===== config.mk =====
export PLATFORM = sky130hd
export DESIGN_NAME = sltc_top
export DESIGN_NICKNAME = d
export VERILOG_FILES = /design/src/verilog/sltc_pkg.sv /design/src/verilog/sltc_top.sv
export SDC_FILE = /design/constraint.sdc
export NUM_CORES = 1
export LEC_CHECK = 0
export ABC_AREA = 1
export BUFFER_PORTS_ARGS = -buffer_cell sky130_fd_sc_hd__buf_2
export CAP_MARGIN = 20
export CORE_ASPECT_RATIO = 0.75
export CORE_MARGIN = 3
export CORE_UTILIZATION = 35
export CTS_CLUSTER_DIAMETER = 200
export DETAILED_ROUTE_END_ITERATION = 10
export PLACE_DENSITY_LB_ADDON = 0.12
export SLEW_MARGIN = 0
export SYNTH_ARGS = -nofsm -noshare
export SYNTH_HDL_FRONTEND = slang
export SYNTH_SLANG_ARGS = --single-unit

===== constraint.sdc =====
create_clock -name CLK -period 3.7 [get_ports CLK]
set_input_delay 1.11 -clock CLK [delete_from_list [all_inputs] [get_ports CLK]]
set_output_delay 1.11 -clock CLK [all_outputs]
set_load 0.05 [all_outputs]

===== src/verilog/sltc_pkg.sv =====
// sltc_pkg: constants and carrier types for the serial link transmit configuration bank.
// assumes a 32-bit AHB-Lite slave with one register per aligned word (byte address = 4 * index).
`default_nettype none
package sltc_pkg;
  // register indexes; the byte address is four times the index
  localparam logic [9:0] SLTC_IDX_LINK_ENABLE = 10'h200;
  localparam logic [9:0] SLTC_IDX_LINK_MODE = 10'h201;
  localparam logic [9:0] SLTC_IDX_MULTIFRAME_LEN = 10'h202;
  localparam logic [9:0] SLTC_IDX_SOFT_SYNC = 10'h203;
  localparam logic [9:0] SLTC_IDX_LINK_CONTROL = 10'h204;
  localparam logic [9:0] SLTC_IDX_TEST_PATTERN = 10'h205;
  // reset values
  localparam logic SLTC_RST_LINK_ENABLE = 1'h1;
  localparam logic [7:0] SLTC_RST_LINK_MODE = 8'h02;
  localparam logic [7:0] SLTC_RST_MULTIFRAME_LEN = 8'h1F;
  localparam logic SLTC_RST_SOFT_SYNC = 1'h1;
  localparam logic [4:0] SLTC_RST_LINK_CONTROL = 5'h03;
  localparam logic [4:0] SLTC_RST_TEST_PATTERN = 5'h00;
  // link control field positions
  localparam int SLTC_CTL_WHITEN = 0;
  localparam int SLTC_CTL_FORMAT = 1;
  localparam int SLTC_CTL_SYNC_LO = 2;
  localparam int SLTC_CTL_SYNC_HI = 3;
  localparam int SLTC_CTL_UPPER = 4;
  // frames per multiframe in 64b/66b modes is this scale times E over F
  localparam logic [15:0] SLTC_K_SCALE = 16'h0100;
  // lane power-down patterns, one bit per lane, 1 = powered down
  localparam logic [7:0] SLTC_PD_ALL = 8'hFF;
  localparam logic [7:0] SLTC_PD_LOWER_USED = 8'hF0;
  localparam logic [7:0] SLTC_PD_UPPER_USED = 8'h0F;
  // sync source selection codes
  typedef enum logic [1:0] {
    SLTC_SRC_DEDICATED,
    SLTC_SRC_TIMESTAMP,
    SLTC_SRC_SOFTWARE,
    SLTC_SRC_RESERVED
  } sltc_sync_src_e;
  // software-visible configuration
  typedef struct packed {
    logic link_enable;
    logic [7:0] link_mode_select;
    logic [7:0] frames_per_multiframe_minus_one;
    logic software_sync_request_n;
    logic [4:0] link_control;
    logic [4:0] link_test_pattern;
  } sltc_cfg_s;
  localparam sltc_cfg_s SLTC_CFG_RESET = '{
    link_enable: SLTC_RST_LINK_ENABLE,
    link_mode_select: SLTC_RST_LINK_MODE,
    frames_per_multiframe_minus_one: SLTC_RST_MULTIFRAME_LEN,
    software_sync_request_n: SLTC_RST_SOFT_SYNC,
    link_control: SLTC_RST_LINK_CONTROL,
    link_test_pattern: SLTC_RST_TEST_PATTERN
  };
  // settings handed to the link transmitter
  typedef struct packed {
    logic link_reset;
    logic link_clock_enable;
    logic [7:0] lane_pd_a;
    logic [7:0] lane_pd_b;
    logic sync_request_n;
    logic sample_format_select;
    logic whitening_enable;
    logic [7:0] link_mode_select;
    logic [4:0] link_test_pattern;
    logic [15:0] frames_per_multiframe_minus_one;
  } sltc_tx_s;
endpackage
`default_nettype wire


===== src/verilog/sltc_top.sv =====
// sltc_top: register bank and control outputs for the serial link transmitter.
// assumes one AHB-Lite master on CLK, the mode decoder supplying the
// 64b/66b flag, E and log2(F) for the current mode on the same clock,
// and sync pins arriving asynchronously.
`timescale 1ns/10ps
`default_nettype none
module sltc_top
  import sltc_pkg::*;
(
  // clock, reset, enable
  input wire logic CLK,
  input wire logic RST,
  input wire logic CE,
  // ahb-lite slave
  input wire logic HSEL,
  input wire logic [31:0] HADDR,
  input wire logic [1:0] HTRANS,
  input wire logic HWRITE,
  input wire logic [2:0] HSIZE,
  input wire logic [31:0] HWDATA,
  input wire logic HREADY,
  output logic [31:0] HRDATA,
  output logic HREADYOUT,
  output logic HRESP,
  // sync pins, active low, asynchronous
  input wire logic DEDICATED_SYNC_INPUT_N,
  input wire logic TIMESTAMP_INPUT_N,
  // same-clock inputs from the receiver and mode decoder
  input wire logic TIMESTAMP_RECEIVER_ENABLE,
  input wire logic MODE_IS_6466,
  input wire logic [7:0] MODE_E,
  input wire logic [2:0] MODE_F_LOG2,
  // link transmitter controls
  output logic LINK_RESET,
  output logic LINK_CLOCK_ENABLE,
  output logic [7:0] LANE_PD_A,
  output logic [7:0] LANE_PD_B,
  output logic SYNC_REQUEST_N,
  output logic SAMPLE_FORMAT_SELECT,
  output logic WHITENING_ENABLE,
  output logic [7:0] LINK_MODE_SELECT,
  output logic [4:0] LINK_TEST_PATTERN,
  output logic [15:0] FRAMES_PER_MULTIFRAME_MINUS_ONE
);

  // true when a byte address falls on the word of a register index
  function automatic logic hits(input logic [31:0] addr, input logic [9:0] idx);
    hits = (addr[31:12] == 20'h00000) && (addr[11:2] == idx);
  endfunction

  sltc_cfg_s cfg_reg, cfg_next;
  sltc_tx_s tx_reg, tx_next;
  logic wr_pend_reg, wr_pend_next;
  logic [31:0] wr_addr_reg, wr_addr_next;
  logic [31:0] rdata_reg, rdata_next;
  logic ded_s1_reg, ded_s2_reg, ts_s1_reg, ts_s2_reg;
  logic addr_phase;
  logic [15:0] k_derived;
  sltc_sync_src_e sync_src;

  // pin synchronisers; the first stage feeds only the second
  always_ff @(posedge CLK) begin
    if (RST) begin
      ded_s1_reg <= 1'h1;
      ded_s2_reg <= 1'h1;
      ts_s1_reg <= 1'h1;
      ts_s2_reg <= 1'h1;
    end else if (CE) begin
      ded_s1_reg <= DEDICATED_SYNC_INPUT_N;
      ded_s2_reg <= ded_s1_reg;
      ts_s1_reg <= TIMESTAMP_INPUT_N;
      ts_s2_reg <= ts_s1_reg;
    end
  end

  // bus transfer capture and register writes; a write lands in its data phase
  always_comb begin
    addr_phase = HSEL && HREADY && HTRANS[1];
    cfg_next = cfg_reg;
    wr_pend_next = addr_phase && HWRITE;
    wr_addr_next = addr_phase ? HADDR : wr_addr_reg;
    // relies on software; settings are stored whenever written
    if (wr_pend_reg) begin
      if (hits(wr_addr_reg, SLTC_IDX_LINK_ENABLE)) begin
        cfg_next.link_enable = HWDATA[0];
      end else if (hits(wr_addr_reg, SLTC_IDX_LINK_MODE)) begin
        cfg_next.link_mode_select = HWDATA[7:0];
      end else if (hits(wr_addr_reg, SLTC_IDX_MULTIFRAME_LEN)) begin
        cfg_next.frames_per_multiframe_minus_one = HWDATA[7:0];
      end else if (hits(wr_addr_reg, SLTC_IDX_SOFT_SYNC)) begin
        cfg_next.software_sync_request_n = HWDATA[0];
      end else if (hits(wr_addr_reg, SLTC_IDX_LINK_CONTROL)) begin
        cfg_next.link_control = HWDATA[4:0];
      end else if (hits(wr_addr_reg, SLTC_IDX_TEST_PATTERN)) begin
        cfg_next.link_test_pattern = HWDATA[4:0];
      end
    end
  end

  // read data built from the next values, so a read right behind a write sees it
  always_comb begin
    rdata_next = rdata_reg;
    if (addr_phase && !HWRITE) begin
      if (hits(HADDR, SLTC_IDX_LINK_ENABLE)) begin
        rdata_next = {31'h00000000, cfg_next.link_enable};
      end else if (hits(HADDR, SLTC_IDX_LINK_MODE)) begin
        rdata_next = {24'h000000, cfg_next.link_mode_select};
      end else if (hits(HADDR, SLTC_IDX_MULTIFRAME_LEN)) begin
        rdata_next = {24'h000000, cfg_next.frames_per_multiframe_minus_one};
      end else if (hits(HADDR, SLTC_IDX_SOFT_SYNC)) begin
        rdata_next = {31'h00000000, cfg_next.software_sync_request_n};
      end else if (hits(HADDR, SLTC_IDX_LINK_CONTROL)) begin
        rdata_next = {27'h0000000, cfg_next.link_control};
      end else if (hits(HADDR, SLTC_IDX_TEST_PATTERN)) begin
        rdata_next = {27'h0000000, cfg_next.link_test_pattern};
      end else begin
        rdata_next = 32'h00000000; // unmapped reads zero, still OKAY
      end
    end
  end

  // bus and configuration registers
  always_ff @(posedge CLK) begin
    if (RST) begin
      cfg_reg <= SLTC_CFG_RESET;
      wr_pend_reg <= 1'h0;
      wr_addr_reg <= 32'h00000000;
      rdata_reg <= 32'h00000000;
      HREADYOUT <= 1'h1;
      HRESP <= 1'h0;
    end else if (CE) begin
      cfg_reg <= cfg_next;
      wr_pend_reg <= wr_pend_next;
      wr_addr_reg <= wr_addr_next;
      rdata_reg <= rdata_next;
      HREADYOUT <= 1'h1; // zero wait states, every transfer
      HRESP <= 1'h0;
    end
  end
  assign HRDATA = rdata_reg;

  // transmitter settings; outputs lag the registers by one cycle
  always_comb begin
    sync_src = sltc_sync_src_e'(cfg_reg.link_control[SLTC_CTL_SYNC_HI:SLTC_CTL_SYNC_LO]);
    // power-of-two F keeps the divide a shift
    k_derived = (SLTC_K_SCALE * {8'h00, MODE_E}) >> MODE_F_LOG2;
    tx_next.link_mode_select = cfg_reg.link_mode_select;
    tx_next.link_test_pattern = cfg_reg.link_test_pattern;
    tx_next.sample_format_select = cfg_reg.link_control[SLTC_CTL_FORMAT];
    // 64b/66b always scrambles
    tx_next.whitening_enable = MODE_IS_6466 || cfg_reg.link_control[SLTC_CTL_WHITEN];
    if (MODE_IS_6466) begin
      tx_next.frames_per_multiframe_minus_one = k_derived - 16'h0001;
    end else begin
      tx_next.frames_per_multiframe_minus_one =
        {8'h00, cfg_reg.frames_per_multiframe_minus_one};
    end
    // the software bit requests in every source setting
    tx_next.sync_request_n = cfg_reg.software_sync_request_n;
    case (sync_src)
      SLTC_SRC_DEDICATED: begin
        tx_next.sync_request_n = tx_next.sync_request_n && ded_s2_reg;
      end
      SLTC_SRC_TIMESTAMP: begin
        // the pin counts only while its receiver is on
        tx_next.sync_request_n = tx_next.sync_request_n &&
          (ts_s2_reg || !TIMESTAMP_RECEIVER_ENABLE);
      end
      default: begin
        tx_next.sync_request_n = cfg_reg.software_sync_request_n;
      end
    endcase
    // lane map; undefined for wide modes, so no mode check is made here
    if (!cfg_reg.link_enable) begin
      tx_next.lane_pd_a = SLTC_PD_ALL;
      tx_next.lane_pd_b = SLTC_PD_ALL;
    end else if (cfg_reg.link_control[SLTC_CTL_UPPER]) begin
      tx_next.lane_pd_a = SLTC_PD_UPPER_USED;
      tx_next.lane_pd_b = SLTC_PD_UPPER_USED;
    end else begin
      tx_next.lane_pd_a = SLTC_PD_LOWER_USED;
      tx_next.lane_pd_b = SLTC_PD_LOWER_USED;
    end
    tx_next.link_reset = !cfg_reg.link_enable;
    tx_next.link_clock_enable = cfg_reg.link_enable;
  end

  // transmitter output flops; reset matches the enabled reset configuration
  always_ff @(posedge CLK) begin
    if (RST) begin
      tx_reg <= '{
        link_reset: 1'h0,
        link_clock_enable: 1'h1,
        lane_pd_a: SLTC_PD_LOWER_USED,
        lane_pd_b: SLTC_PD_LOWER_USED,
        sync_request_n: 1'h1,
        sample_format_select: 1'h1,
        whitening_enable: 1'h1,
        link_mode_select: SLTC_RST_LINK_MODE,
        link_test_pattern: SLTC_RST_TEST_PATTERN,
        frames_per_multiframe_minus_one: {8'h00, SLTC_RST_MULTIFRAME_LEN}
      };
    end else if (CE) begin
      tx_reg <= tx_next;
    end
  end
  assign LINK_RESET = tx_reg.link_reset;
  assign LINK_CLOCK_ENABLE = tx_reg.link_clock_enable;
  assign LANE_PD_A = tx_reg.lane_pd_a;
  assign LANE_PD_B = tx_reg.lane_pd_b;
  assign SYNC_REQUEST_N = tx_reg.sync_request_n;
  assign SAMPLE_FORMAT_SELECT = tx_reg.sample_format_select;
  assign WHITENING_ENABLE = tx_reg.whitening_enable;
  assign LINK_MODE_SELECT = tx_reg.link_mode_select;
  assign LINK_TEST_PATTERN = tx_reg.link_test_pattern;
  assign FRAMES_PER_MULTIFRAME_MINUS_ONE = tx_reg.frames_per_multiframe_minus_one;
endmodule
`default_nettype wire


==> results.cfg <==
[min_path]
whs_path_depth = 2
hp-class = reg -> reg
min_to = wr_addr_reg[10]
min-delay-start = wr_addr_reg[10]

[floorplanning]
start_util_pct = 36.3
io_pins = 174
dieArea_um2 = 18400
die_h_um = 118
core-area_um2 = 16200
rows = 40
die_w_um = 156

[synth]
ys_types = 40
synth.area.top_cells = dfxtp_1, nand2_1, o21ai_0
syn_area_per_cell_um2 = 6.64
synthAdderAreaFrac_pct = 0.213
synthSimpleGateAreaFrac_pct = 27.5
synth-compound-area-share_pct = 21.5
synth-xor-area-share_pct = 0
ys_seq_area_share_pct = 36.4
synth_top_area_cell = dfxtp_1
ys_ff_latch = 107
ys_async_sr_fraction_pct = 0
synth-edff-count = 0
synth_top_area_share_pct = 36.4
synthFlopType = dfxtp_1
syn-instance-count = 885
yosysWarnings = 0
synth_top_family_by_area = simple AND/OR/NAND/NOR gates
syn_area_um2 = 5880
yosys-mux-area-fraction_pct = 0

[global_routing]
grt_max_degree = 58
gr-usage-met1_pct = 25.6
grt_first_pass_wirelength_um = 26300
gr-total-overflow = 0
grt.met3_usage_pct = 3.95
grt.total_usage_pct = 17.5
met2_usage_pct = 26.5
antenna_found_initial = 1
grt_pass1_vias = 5160
gr-max-usage-layer = met2

[layout]
final_nets = 1054
layout-drive-gt1-share_pct = 18.3
final_core_util_pct = 41.4
syn_to_final_growth_pct = 14.2
design_area_um2 = 6710
final_cell_mix = nand2_1, buf_2, dfxtp_1, nor2_1, o21ai_0
diodes = 0
largest_register_ffs = 30
stdcell_count = 1176
layout.cells.most_common = nand2_1
fillers = 1783

[critical_path]
startpoint_type = input port
regToRegSetupSlack_ns = 1.44
r2r-end = HRDATA[4]
path_class = in -> reg
critPathMaxFanout = 11
ff2ff_path_depth = 11
r2r_start = wr_addr_reg[11]
cp.arrival_ns = 2.94
end_kind = flip-flop
required_ns = 3.98

[pwr]
power_density_nw_per_um2 = 423
vdd_ir_drop_max_uv = 202
power_frac_clock_pct = 36.4
power_leakage_nw = 3.16
pwr-share-comb_pct = 20.0
p_int_mw = 1.96
p_sw_share_pct = 31.0
seqPwrFrac_pct = 43.6
power_mw = 2.84
switchingPower_mw = 0.882

[routing]
via_count = 5509
first_pass_iters = 4
drc = 0
wl_per_cell_um = 13.4
ant_nets = 0
vias_per_cell = 4.68
wirelength_um = 15800
drt_iter0_drc = 372

[place]
io_buffers = 117
dp_cells = 1162
gp_congestion = 0.821
dp_hpwl_um = 11900
placed_cell_area_um2 = 6400
dp_worst_setup_slack_ns = 0.695

[clock_network]
clock_sinks = 107
clk_latency_ns = 0.35
cts_made_buffers = 9
cts_root_buffer = clkbuf_16
hold_buffers = 0
cts_tree = yes
max-clock-path-buffers = 2
postCtsSetupRepairBufs = 0
postCtsResizedCells = 0
htreeDepth = 3
clk_pin_slew_ns = 0.07

[run_status]
status = finished, final reports clean

[timing]
tns_ns = 0
worstMarginPinSlew_ns = 0.742
hold_ws_ns = 0.447
hold_viol_final = 0
rsz0062_at_grt = false
finalCritPeriodShare_pct = 71.9
slew_viol_final = 0
worst_slack_ns = 1.04
clock.fmax_mhz = 376
relSlewSlack_pct = 50.5
fin_worst_skew_ns = 0.00909
setup_viol = 0
fin_crit_ns = 2.66

[flow_run]
cap_violations = 0
## worst max path at each step
stage | start | to | slack (ns) | cells after the start
after global routing | MODE_F_LOG2[1] | FRAMES_PER_MULTIFRAME_MINUS_ONE[9] | 0.82 | 13
final | MODE_F_LOG2[1] | FRAMES_PER_MULTIFRAME_MINUS_ONE[9] | 1.04 | 13
after global placement | MODE_F_LOG2[1] | FRAMES_PER_MULTIFRAME_MINUS_ONE[9] | 0.71 | 13
after detailed placement | MODE_F_LOG2[1] | FRAMES_PER_MULTIFRAME_MINUS_ONE[11] | 0.70 | 13
after CTS | MODE_F_LOG2[1] | FRAMES_PER_MULTIFRAME_MINUS_ONE[9] | 1.06 | 13
after floorplan | MODE_F_LOG2[0] | FRAMES_PER_MULTIFRAME_MINUS_ONE[11] | 1.05 | 14
## layout make-up
| cell class | count | area, um2 | share of cell area (%) |
|---|---|---|---|
| Clock inverter | 4 | 73.8 | 1.10 |
| Timing Repair Buffer | 123 | 643 | 9.58 |
| Sequential cell | 107 | 2140 | 31.9 |
| Multi-Input combinational cell | 626 | 2990 | 44.5 |
| Tap cell | 210 | 263 | 3.91 |
| Clock buffer | 10 | 239 | 3.56 |
| Inverter | 96 | 363 | 5.41 |
## logic make-up (layout without fill, tap and decap cells)
family                   Yosys count  count (layout)
other                              2              26
AND/OR/NAND/NOR                  367             367
flip-flops                       107             107
AO/OA/AOI/OAI                    232             232
adder cells (fa/ha/maj)            1               1
buffers and inverters            176             233
## Yosys cell counts (2+ instances only)
master	n
inv_2	3
inv_1	92
o21ai_1	16
or2_1	4
nor2_4	6
buf_1	2
nand3_1	47
conb_1	2
a21oi_1	85
buf_2	4
nand3b_1	2
o21ai_0	93
nor2_1	107
nand4_1	8
o21a_1	3
nand2_2	8
a211oi_1	3
nor2_2	8
buf_6	2
nand2_1	164
o22ai_1	4
o211ai_1	15
and2_1	2
dfxtp_1	107
nand3_2	2
o21ai_2	8
nor3_1	5
buf_4	41
clkbuf_1	31
## power by group through the flow
stage / clock network, mW / registers [mW] / logic, mW
after detailed placement: 0 / 1.27 / 0.570
final: 1.04 / 1.24 / 0.568
after global routing: 1.11 / 1.25 / 0.633
after floorplan: 0 / 1.34 / 0.387
after global placement: 0 / 1.27 / 0.569
after CTS: 1.06 / 1.24 / 0.572
## worst max-delay path, cell delays in order
cell	delay [ns]
buf_2	0.16
inv_1	0.21
nor2_1	0.10
nand2_1	0.18
ha_1	0.25
inv_1	0.12
nor2_4	0.20
inv_2	0.06
nor2_4	0.10
nand2_1	0.09
o21ai_1	0.12
nand3_1	0.10
a21oi_1	0.14
## metal layers
metal  part of all wire [%]  vias to the layer above
met5                  0.044                        -
met1                     51                     2420
li1                       -                     2976
met3                    5.0                       10
met4                   0.84                        2
met2                     43                      101
No activity file was read; power rests on OpenSTA's default activity.
